`src/banked_core_defs.vh`:
```
// shared constants for the banked core register block
// assumes a single 50 MHz system clock domain
`ifndef BANKED_CORE_DEFS_VH
`define BANKED_CORE_DEFS_VH

// memory organisation
`define BANK_COUNT        6'h20
`define BANK_SIZE         8'h80
`define ADDR_W            12
`define BANK_MSB          11
`define BANK_LSB          7
`define OFFS_MSB          6

// in-bank regions
`define CORE_REGION_END   7'h0C
`define SFR_REGION_END    7'h20
`define GPR_REGION_END    7'h70
`define GPR_BYTES_PER_BANK 8'h50
`define GPR_BANKS         5'h02
`define COMMON_BASE_IDX   8'hA0
`define RAM_DEPTH         176

// core register offsets
`define OFS_INDIRECT_ZERO 7'h00
`define OFS_INDIRECT_ONE  7'h01
`define OFS_PC_LOW        7'h02
`define OFS_STATUS        7'h03
`define OFS_PTR0_LOW      7'h04
`define OFS_PTR0_HIGH     7'h05
`define OFS_PTR1_LOW      7'h06
`define OFS_PTR1_HIGH     7'h07
`define OFS_BANK_SEL      7'h08
`define OFS_WORKING       7'h09
`define OFS_PC_LATCH_HIGH 7'h0A
`define OFS_INT_CONTROL   7'h0B

// status bit positions
`define ST_TIMEOUT        4
`define ST_POWERDOWN      3
`define ST_ZERO           2
`define ST_DIGIT_CARRY    1
`define ST_CARRY          0

// interrupt control bit positions
`define IC_GLOBAL_EN      7
`define IC_PERIPH_EN      6
`define IC_TIMER0_EN      5
`define IC_EXT_PIN_EN     4
`define IC_PIN_CHANGE_EN  3
`define IC_TIMER0_FLAG    2
`define IC_EXT_PIN_FLAG   1
`define IC_PIN_CHANGE_FLAG 0

// widths of the narrow core registers and the pointer high-nibble pad
`define BANK_SEL_W        5
`define PC_LATCH_W        7
`define PTR_HIGH_PAD      4'h0

// alu operation codes
`define ALU_NONE          3'h0
`define ALU_ADD           3'h1
`define ALU_SUB           3'h2
`define ALU_ROR           3'h3
`define ALU_ROL           3'h4
`define ALU_AND           3'h5
`define ALU_IOR           3'h6
`define ALU_XOR           3'h7

`endif

```
`src/alu_flag_unit.v`:
```
// arithmetic/logic unit with zero, digit carry and carry generation
// assumes operands are stable for the cycle of the write that uses them
`timescale 1ns/1ps
`default_nettype none
`include "banked_core_defs.vh"

module alu_flag_unit (
  input  wire [2:0] op,
  input  wire [7:0] opa,
  input  wire [7:0] opb,
  input  wire       carry_in,
  output reg  [7:0] result,
  output reg        zero,
  output reg        digit_carry,
  output reg        carry,
  output reg        affects_zero,
  output reg        affects_carries,
  output reg        affects_carry_only
);

  reg [8:0] sum;
  reg [4:0] nib;
  reg [7:0] addend;

  always @*
  begin
    sum = 9'h000;
    nib = 5'h00;
    addend = opb;
    result = 8'h00;
    carry = carry_in;
    digit_carry = 1'b0;
    affects_zero = 1'b0;
    affects_carries = 1'b0;
    affects_carry_only = 1'b0;
    case (op)
      `ALU_ADD, `ALU_SUB:
      begin
        // borrow shows as inverted carry
        addend = (op == `ALU_SUB) ? ~opb : opb;
        sum = {1'b0, opa} + {1'b0, addend} + {8'h00, (op == `ALU_SUB)};
        nib = {1'b0, opa[3:0]} + {1'b0, addend[3:0]} + {4'h0, (op == `ALU_SUB)};
        result = sum[7:0];
        carry = sum[8];
        digit_carry = nib[4];
        affects_zero = 1'b1;
        affects_carries = 1'b1;
      end
      `ALU_ROR:
      begin
        result = {carry_in, opa[7:1]};
        carry = opa[0];
        affects_carry_only = 1'b1;
      end
      `ALU_ROL:
      begin
        result = {opa[6:0], carry_in};
        carry = opa[7];
        affects_carry_only = 1'b1;
      end
      `ALU_AND:
      begin
        result = opa & opb;
        affects_zero = 1'b1;
      end
      `ALU_IOR:
      begin
        result = opa | opb;
        affects_zero = 1'b1;
      end
      `ALU_XOR:
      begin
        result = opa ^ opb;
        affects_zero = 1'b1;
      end
      default:
      begin
        result = opb;
      end
    endcase
    zero = (result == 8'h00);
  end

endmodule // alu_flag_unit
`default_nettype wire

```
`src/pointer_pair.v`:
```
// one file select pointer: low and high byte registers
// assumes write strobes come from the address decode of the bank
`timescale 1ns/1ps
`default_nettype none

module pointer_pair (
  input  wire        clk,
  input  wire        nrst,
  input  wire        wr_low,
  input  wire        wr_high,
  input  wire [7:0]  wdata,
  output wire [15:0] value
);

  reg [7:0] low_reg;
  reg [7:0] high_reg;

  always @(posedge clk or negedge nrst)
  begin
    if (!nrst)
    begin
      low_reg  <= 8'h00;
      high_reg <= 8'h00;
    end
    else
    begin
      if (wr_low)
        low_reg <= wdata;
      if (wr_high)
        high_reg <= wdata;
    end
  end

  assign value = {high_reg, low_reg};

endmodule // pointer_pair
`default_nettype wire

```
`src/banked_core_registers.v`:
```
// banked data memory with the core register set and interrupt control
// assumes the core issues one access per cycle and reads answer a cycle later
//
// Behaviour
// data memory is 32 banks of 128 locations each
// each bank: 12 core, 20 special, up to 80 general, 16 common bytes
// direct accesses use the bank last written into the bank selector
// unimplemented locations read as zero
// every location reachable directly or through either file pointer
// 12-bit address: upper five bits bank, lower seven in-bank offset
// core registers sit at offsets 0x00 to 0x0B of every bank in order
// status as destination: alu-affected flag bits take alu result, not data
// timeout and powerdown flags ignore all instruction writes
// software should alter status only with non-flag-affecting instructions
// subtraction adds two's complement; carries act as inverted borrows
// rotates load carry with the bit shifted out of the source
// add/subtract set carry on carry out of the top bit
// add/subtract set digit carry on carry out of bit three
// timeout and powerdown follow power-up, watchdog clear, sleep, time-out
// status: 7:5 zero, 4:3 read-only set at reset, 2:0 cleared by power-on
// interrupt control layout, all bits cleared on every reset; bit 0 here follows PIN_CHANGE_PENDING instead
// interrupt flags set on their condition regardless of enables
// software should clear a flag before setting its enable
// peripheral interrupts need the peripheral enable as well
// pin-change flag is read-only and follows the per-pin flags
// zero flag set when a result is zero, cleared otherwise
// interrupt request when global enable and any enabled flag set
`timescale 1ns/1ps
`default_nettype none
`include "banked_core_defs.vh"

module banked_core_registers (
  input  wire        CLK,
  input  wire        NRST,
  input  wire        POR_NRST,
  input  wire        ACCESS_VALID,
  input  wire        ACCESS_WRITE,
  input  wire [6:0]  FILE_OFFSET,
  input  wire [7:0]  WRITE_DATA,
  input  wire [2:0]  ALU_OP,
  input  wire [7:0]  ALU_A,
  input  wire [7:0]  ALU_B,
  input  wire [7:0]  PC_CURRENT_LOW,
  input  wire        WATCHDOG_CLEAR,
  input  wire        SLEEP_EXEC,
  input  wire        WATCHDOG_TIMEOUT,
  input  wire        TIMER0_OVERFLOW,
  input  wire        EXT_PIN_EVENT,
  input  wire        PIN_CHANGE_PENDING,
  input  wire        PERIPH_REQUEST,
  output wire [7:0]  READ_DATA,
  output wire        READ_VALID,
  output wire        PC_JUMP,
  output wire [14:0] PC_JUMP_TARGET,
  output wire [7:0]  WORKING_VALUE,
  output wire [7:0]  STATUS_VALUE,
  output wire        IRQ
);

  // state
  reg [`BANK_SEL_W-1:0] bank_sel_reg;
  reg [7:0]             working_reg;
  reg [`PC_LATCH_W-1:0] pc_latch_reg;
  reg                   timeout_reg;
  reg                   powerdown_reg;
  reg                   zero_reg;
  reg                   digit_carry_reg;
  reg                   carry_reg;
  reg [7:1]             int_ctrl_reg;
  reg [7:0]             int_ctrl_next;
  reg [7:0]             ram_reg [0:`RAM_DEPTH-1];
  reg [7:0]             read_data_reg;
  reg                   read_valid_reg;
  reg                   pc_jump_reg;
  reg [14:0]            pc_target_reg;
  reg                   irq_reg;

  // decode
  reg [`ADDR_W-1:0]     eff_addr;
  reg                   eff_ok;
  reg [4:0]             eff_bank;
  reg [6:0]             eff_offs;
  reg                   in_gpr;
  reg                   in_common;
  reg [7:0]             ram_idx;
  reg [7:0]             rd_value;
  reg [7:0]             status_byte;
  reg [7:0]             int_ctrl_byte;

  wire [15:0]           ptr0_value;
  wire [15:0]           ptr1_value;
  wire [7:0]            alu_result;
  wire                  alu_zero;
  wire                  alu_digit_carry;
  wire                  alu_carry;
  wire                  alu_aff_zero;
  wire                  alu_aff_carries;
  wire                  alu_aff_carry_only;
  wire                  wr_en;
  wire                  flag_update;
  wire [7:0]            wdata;
  wire                  wr_status;

  alu_flag_unit u_alu (
    .op                 (ALU_OP),
    .opa                (ALU_A),
    .opb                (ALU_B),
    .carry_in           (carry_reg),
    .result             (alu_result),
    .zero               (alu_zero),
    .digit_carry        (alu_digit_carry),
    .carry              (alu_carry),
    .affects_zero       (alu_aff_zero),
    .affects_carries    (alu_aff_carries),
    .affects_carry_only (alu_aff_carry_only)
  );

  // direct uses the bank selector, ports use a pointer
  always @*
  begin
    eff_addr = {bank_sel_reg, FILE_OFFSET};
    eff_ok   = 1'b1;
    if (FILE_OFFSET == `OFS_INDIRECT_ZERO)
    begin
      eff_addr = ptr0_value[`ADDR_W-1:0];
      eff_ok   = (ptr0_value[15:12] == `PTR_HIGH_PAD);
    end
    else if (FILE_OFFSET == `OFS_INDIRECT_ONE)
    begin
      eff_addr = ptr1_value[`ADDR_W-1:0];
      eff_ok   = (ptr1_value[15:12] == `PTR_HIGH_PAD);
    end
    eff_bank = eff_addr[`BANK_MSB:`BANK_LSB];
    eff_offs = eff_addr[`OFFS_MSB:0];
    // a pointer aimed at an indirect port goes nowhere
    if ((FILE_OFFSET == `OFS_INDIRECT_ZERO || FILE_OFFSET == `OFS_INDIRECT_ONE) &&
        (eff_offs == `OFS_INDIRECT_ZERO || eff_offs == `OFS_INDIRECT_ONE))
      eff_ok = 1'b0;
  end

  // region and ram index; general ram is built for the first banks only
  always @*
  begin
    in_common = (eff_offs >= `GPR_REGION_END);
    in_gpr    = (eff_offs >= `SFR_REGION_END) && (eff_offs < `GPR_REGION_END) &&
                (eff_bank < `GPR_BANKS);
    ram_idx   = 8'h00;
    if (in_common)
      ram_idx = `COMMON_BASE_IDX + {1'b0, eff_offs - `GPR_REGION_END};
    else if (in_gpr)
      ram_idx = (eff_bank[0] ? `GPR_BYTES_PER_BANK : 8'h00) +
                {1'b0, eff_offs - `SFR_REGION_END};
  end

  always @*
  begin
    status_byte                  = 8'h00;
    status_byte[`ST_TIMEOUT]     = timeout_reg;
    status_byte[`ST_POWERDOWN]   = powerdown_reg;
    status_byte[`ST_ZERO]        = zero_reg;
    status_byte[`ST_DIGIT_CARRY] = digit_carry_reg;
    status_byte[`ST_CARRY]       = carry_reg;
    int_ctrl_byte                = {int_ctrl_reg, PIN_CHANGE_PENDING};
  end

  // read mux
  always @*
  begin
    rd_value = 8'h00;
    if (eff_ok)
    begin
      if (eff_offs < `CORE_REGION_END)
      begin
        case (eff_offs)
          `OFS_PC_LOW:        rd_value = PC_CURRENT_LOW;
          `OFS_STATUS:        rd_value = status_byte;
          `OFS_PTR0_LOW:      rd_value = ptr0_value[7:0];
          `OFS_PTR0_HIGH:     rd_value = ptr0_value[15:8];
          `OFS_PTR1_LOW:      rd_value = ptr1_value[7:0];
          `OFS_PTR1_HIGH:     rd_value = ptr1_value[15:8];
          `OFS_BANK_SEL:      rd_value = {3'h0, bank_sel_reg};
          `OFS_WORKING:       rd_value = working_reg;
          `OFS_PC_LATCH_HIGH: rd_value = {1'b0, pc_latch_reg};
          `OFS_INT_CONTROL:   rd_value = int_ctrl_byte;
          default:            rd_value = 8'h00;
        endcase
      end
      else if (in_gpr || in_common)
        rd_value = ram_reg[ram_idx];
    end
  end

  assign wr_en       = ACCESS_VALID && ACCESS_WRITE && eff_ok;
  assign flag_update = ACCESS_VALID && ACCESS_WRITE && (ALU_OP != `ALU_NONE);
  assign wdata       = (ALU_OP != `ALU_NONE) ? alu_result : WRITE_DATA;
  assign wr_status   = wr_en && (eff_offs == `OFS_STATUS);

  pointer_pair u_ptr0 (
    .clk     (CLK),
    .nrst    (NRST),
    .wr_low  (wr_en && (eff_offs == `OFS_PTR0_LOW)),
    .wr_high (wr_en && (eff_offs == `OFS_PTR0_HIGH)),
    .wdata   (wdata),
    .value   (ptr0_value)
  );

  pointer_pair u_ptr1 (
    .clk     (CLK),
    .nrst    (NRST),
    .wr_low  (wr_en && (eff_offs == `OFS_PTR1_LOW)),
    .wr_high (wr_en && (eff_offs == `OFS_PTR1_HIGH)),
    .wdata   (wdata),
    .value   (ptr1_value)
  );

  // plain core registers
  always @(posedge CLK or negedge NRST)
  begin
    if (!NRST)
    begin
      bank_sel_reg <= {`BANK_SEL_W{1'b0}};
      working_reg  <= 8'h00;
      pc_latch_reg <= {`PC_LATCH_W{1'b0}};
    end
    else if (wr_en)
    begin
      if (eff_offs == `OFS_BANK_SEL)
        bank_sel_reg <= wdata[`BANK_SEL_W-1:0];
      if (eff_offs == `OFS_WORKING)
        working_reg <= wdata;
      if (eff_offs == `OFS_PC_LATCH_HIGH)
        pc_latch_reg <= wdata[`PC_LATCH_W-1:0];
    end
  end

  // general and common ram
  always @(posedge CLK)
  begin
    if (wr_en && (in_gpr || in_common))
      ram_reg[ram_idx] <= wdata;
  end

  // alu flags survive every reset but power-on
  always @(posedge CLK or negedge POR_NRST)
  begin
    if (!POR_NRST)
    begin
      zero_reg        <= 1'b0;
      digit_carry_reg <= 1'b0;
      carry_reg       <= 1'b0;
    end
    else
    begin
      if (flag_update && alu_aff_zero)
        zero_reg <= alu_zero;
      else if (wr_status)
        zero_reg <= wdata[`ST_ZERO];
      if (flag_update && alu_aff_carries)
        digit_carry_reg <= alu_digit_carry;
      else if (wr_status)
        digit_carry_reg <= wdata[`ST_DIGIT_CARRY];
      if (flag_update && (alu_aff_carries || alu_aff_carry_only))
        carry_reg <= alu_carry;
      else if (wr_status)
        carry_reg <= wdata[`ST_CARRY];
    end
  end

  // reset-cause flags: no write path at all
  always @(posedge CLK or negedge POR_NRST)
  begin
    if (!POR_NRST)
    begin
      timeout_reg   <= 1'b1;
      powerdown_reg <= 1'b1;
    end
    else
    begin
      // a time-out beats a clear or sleep in the same cycle
      if (WATCHDOG_TIMEOUT)
        timeout_reg <= 1'b0;
      else if (WATCHDOG_CLEAR || SLEEP_EXEC)
        timeout_reg <= 1'b1;
      if (SLEEP_EXEC)
        powerdown_reg <= 1'b0;
      else if (WATCHDOG_CLEAR)
        powerdown_reg <= 1'b1;
    end
  end

  // interrupt control: events win over a clearing write
  always @*
  begin
    int_ctrl_next = {int_ctrl_reg, 1'b0};
    if (wr_en && (eff_offs == `OFS_INT_CONTROL))
      int_ctrl_next = wdata;
    if (TIMER0_OVERFLOW)
      int_ctrl_next[`IC_TIMER0_FLAG] = 1'b1;
    if (EXT_PIN_EVENT)
      int_ctrl_next[`IC_EXT_PIN_FLAG] = 1'b1;
  end

  always @(posedge CLK or negedge NRST)
  begin
    if (!NRST)
      int_ctrl_reg <= 7'h00;
    else
      int_ctrl_reg <= int_ctrl_next[7:1];
  end

  // registered answers to the core
  always @(posedge CLK or negedge NRST)
  begin
    if (!NRST)
    begin
      read_data_reg  <= 8'h00;
      read_valid_reg <= 1'b0;
      pc_jump_reg    <= 1'b0;
      pc_target_reg  <= 15'h0000;
      irq_reg        <= 1'b0;
    end
    else
    begin
      read_valid_reg <= ACCESS_VALID && !ACCESS_WRITE;
      if (ACCESS_VALID && !ACCESS_WRITE)
        read_data_reg <= rd_value;
      // writing the low counter jumps using the latched high part
      pc_jump_reg <= wr_en && (eff_offs == `OFS_PC_LOW);
      if (wr_en && (eff_offs == `OFS_PC_LOW))
        pc_target_reg <= {pc_latch_reg, wdata};
      irq_reg <= int_ctrl_byte[`IC_GLOBAL_EN] &&
                 ((int_ctrl_byte[`IC_TIMER0_EN] && int_ctrl_byte[`IC_TIMER0_FLAG]) ||
                  (int_ctrl_byte[`IC_EXT_PIN_EN] && int_ctrl_byte[`IC_EXT_PIN_FLAG]) ||
                  (int_ctrl_byte[`IC_PIN_CHANGE_EN] && int_ctrl_byte[`IC_PIN_CHANGE_FLAG]) ||
                  (int_ctrl_byte[`IC_PERIPH_EN] && PERIPH_REQUEST));
    end
  end

  assign READ_DATA      = read_data_reg;
  assign READ_VALID     = read_valid_reg;
  assign PC_JUMP        = pc_jump_reg;
  assign PC_JUMP_TARGET = pc_target_reg;
  assign WORKING_VALUE  = working_reg;
  assign STATUS_VALUE   = status_byte;
  assign IRQ            = irq_reg;

endmodule // banked_core_registers
`default_nettype wire

```
`config.mk`:
```
export PLATFORM = sky130hd
export DESIGN_NAME = banked_core_registers
export DESIGN_NICKNAME = d
export VERILOG_FILES = /design/src/alu_flag_unit.v /design/src/pointer_pair.v /design/src/banked_core_registers.v
export VERILOG_INCLUDE_DIRS = /design/src
export SDC_FILE = /design/constraint.sdc
export NUM_CORES = 2
export LEC_CHECK = 0
export BUFFER_PORTS_ARGS = -buffer_cell sky130_fd_sc_hd__buf_2
export CORE_MARGIN = 1
export CORE_UTILIZATION = 30
export CTS_CLUSTER_DIAMETER = 100
export DETAILED_ROUTE_END_ITERATION = 8
export RECOVER_POWER = 100
export SLEW_MARGIN = 30
export SYNTH_ARGS = -nofsm -noshare
export SYNTH_HDL_FRONTEND = slang
export SYNTH_SLANG_ARGS = --single-unit
```
`constraint.sdc`:
```
create_clock -name CLK -period 4.2 [get_ports CLK]
set_input_delay 0 -clock CLK [delete_from_list [all_inputs] [get_ports CLK]]
set_output_delay 0 -clock CLK [all_outputs]
set_load 0.01 [all_outputs]
```
==> results.toml <==
[sta]
hold_viol = 0
slew_headroom = -0.6179
postLayoutSetupSlackWorst_ns = -0.06085
finalCriticalPeriod_ns = 4.261
clock_skew_ns = 0.04307
tightest_slew_ns = 2.427
slew_violations = 957
grt_setup_unrepaired = "true"
final-setup-viol-count = 2
max_freq_mhz = 234.7
period_share = 1.014

[power_and_ir_drop]
peakVddDrop_mv = 0.4403
p_leak_nw = 25.68
p_total_mw = 34.70
p_per_area_nw_per_um2 = 456.4

[global_routing]
grt_first_pass_wirelength_um = 290700
grtUsageMet2 = 0.3008
busiest_layer = "met2"
grt_max_degree = 177
globalRouteTotalUtil = 0.1936
antenna_found_initial = 6
grt_pass1_vias = 41070
grt_use_met3 = 0.03419
met1_usage = 0.2672
overflow = 0

[layout]
final_util = 0.3808
final_area_um2 = 76040
fill_cells = 18560
nets = 5222
final_cells = 7923
drive_gt1_frac = 0.2217
syn_to_final_growth_pct = 26.19
largest_register_ffs = 1408
register_area_um2 = 44540
multi_input_area_um2 = 15250

[critical_path]
path_class = "reg -> reg"
cp_slowest_cell = "a222oi_1"
slowest_delay_ns = 0.71
crit_family = "compound AO/OA/AOI/OAI gates"
crit_path_cell_trace = "mux2_4, a31o_4, inv_2, ha_1, inv_2, a311o_1, o211ai_2, buf_4, o211ai_4, a21oi_4, buf_12, buf_16, buf_8, o22ai_4, a222oi_1, buf_4, nor4b_4, a211oi_2, a211o_1, o21ai_1"
worst_setup_path_end_kind = "flop"
r2r_cells = 20
critPathArrivalTime_ns = 5.00
regToRegEndpoint = "READ_DATA[2]"
r2r_start = "u_ptr1.low_reg[4]"
critPathLaunchType = "flop"
rrSetupSlack_ns = -0.06
crit_fanout = 7
path_buf_inv = 7
cp.required_ns = 4.94

[detailed_routing]
drcViolationCount = 0
drtAntennaViolNets = 0
post_drt_wl_per_cell_um = 25.53
routed_wl_um = 202300
via_per_inst = 5.434
initialDrtViolationCount = 5834
vias = 43050
dr.pass1.iters = 6

[logic_synthesis]
yosysMostFrequentCell = "edfxtp_1"
synth_edf_count = 1408
synth-warning-count = 0
synth_top_area_cell = "edfxtp_1"
synthFlopType = "edfxtp_1"
ys_seq_area_frac = 0.7391
synth_cell_types = 92
async_reset_ff_frac = 0.06008
synth_cells = 4470
ys_ff_latch = 1498
synth_area_leaders = "edfxtp_1, nand2_1, dfrtp_1"
synth.cell_area_um2 = 60250
ys_top_cells_by_count = "edfxtp_1, nand2_1, nor2_1"
synth.avg_cell_area_um2 = 13.48
synth_top_cell_area_share = 0.7017

[clocking]
clock_sinks = 1498
insertion_delay_ns = 0.82
cts_root_buf = "clkbuf_16"
cts.clk_slew.worst_paths_ns = 0.06
htree_levels = 4
cts_max_path_buffers = 3
numCtsBuffers = 158
cts_tree = "built"

[hold_path]
hp-start = "ALU_A[3]"
holdPathEnd = "u_ptr0.high_reg[2]"
hold_depth = 6
hp-class = "in -> reg"

[place]
io_buffers = 92
dpl-instance-area_um2 = 69740
dpl.cell_count = 7544
gp_congestion = 0.9411
place_hpwl_um = 130800
pre_cts_slack_ns = -0.5090

[floorplanning]
die_h_um = 450.2
ios = 96
die_area_um2 = 202600
die_w_um = 450.2
core-area_um2 = 199700
std_cell_rows = 164
start_util = 0.3018

[run_status]
outcome = "complete, but fails checks"
failed_checks = "max-capacitance violations, max-slew violations, negative setup slack"

[flow_run]
max_cap_violations = 9
==> per-layer routing <==
layer	wire, um	vias up
li1	-	18550
met1	82490	21620
met2	91220	2434
met3	19000	448
met4	9555	4
met5	23	-
==> how the worst max path moves through the flow <==
stage | startpoint | end | slack, ns | cells after the start
after floorplan | FILE_OFFSET[1] | ram_reg[18][0] | -0.16 | 19
after global placement | FILE_OFFSET[1] | READ_DATA[3] | -0.48 | 21
after detailed placement | FILE_OFFSET[1] | READ_DATA[3] | -0.51 | 24
after CTS | u_ptr0.low_reg[5] | READ_DATA[2] | 0.0001 | 20
after global routing | u_ptr1.low_reg[4] | READ_DATA[2] | -0.11 | 20
final | u_ptr1.low_reg[4] | READ_DATA[2] | -0.06 | 20
==> what timing repair did <==
| item | CTS | global route |
|---|---|---|
| pin swaps | 14 | 41 |
| gates resized for setup | 34 | 99 |
| setup endpoints to repair | 136 | 381 |
| buffers inserted | 18 | 15 |
| endpoints found under the hold margin | 177 | 0 |
| cloned | 3 | 2 |
| hold buffers | 49 | 0 |
==> area by class of cell <==
class / count / share of cell area
well taps: 2656 / 0.04371
inverters: 49 / 0.002732
diodes: 3 / 0.00009873
clock buffers: 210 / 0.05565
clock inverters: 80 / 0.009626
repair buffers: 820 / 0.1019
flip-flops and latches: 1498 / 0.5857
multi-input cells: 2607 / 0.2005
==> cell usage in the layout, fill, tap and decap left out, types with 83 or more instances in the layout <==
cell,n
a31oi_1,144
nor2_1,279
a21oi_1,119
nand3_1,134
a22oi_1,83
edfxtp_1,1408
buf_4,507
dfrtp_1,88
o221ai_1,83
o21ai_0,182
buf_12,122
clkbuf_1,97
clkbuf_16,162
o22ai_1,293
nand2_1,752
==> where the power goes <==
group | switching (mW) | internal (mW)
clock network | 5.93 | 7.53
logic | 2.86 | 1.37
registers | 0.0957 | 16.9
total | 8.88 | 25.8
==> cell families (layout without fill, tap and decap cells) <==
family	Yosys count	count (layout)	share of synthesized area
flops	1498	1498	0.7391
buf+inv	367	1159	0.02569
compound gates	1147	1147	0.1270
other cells	1	6	0.00006224
simple gates	1389	1389	0.09463
fa+ha+maj	35	35	0.007351
xor+xnor	15	15	0.002180
mux	18	18	0.003966
==> through the flow <==
stage	TNS, ns	hold WS [ns]
3_5_place_dp	-99.23	-0.1597
5_1_grt	-7.917	0.1260
2_1_floorplan	-170.10	-0.2956
4_1_cts	0	0.01993
6_report	-0.06721	0.1346
3_3_place_gp	-103.35	-0.1608
==> worst register-to-register path: stages, from the launching register on <==
cell,delay [ns]
dfrtp_1,0.42
mux2_4,0.28
a31o_4,0.25
inv_2,0.05
ha_1,0.15
inv_2,0.04
a311o_1,0.34
o211ai_2,0.10
buf_4,0.16
o211ai_4,0.09
a21oi_4,0.18
buf_12,0.14
buf_16,0.15
buf_8,0.13
o22ai_4,0.06
a222oi_1,0.71
buf_4,0.24
nor4b_4,0.20
a211oi_2,0.09
a211o_1,0.26
o21ai_1,0.14
Note: power is estimated with default switching activity, not from simulation.
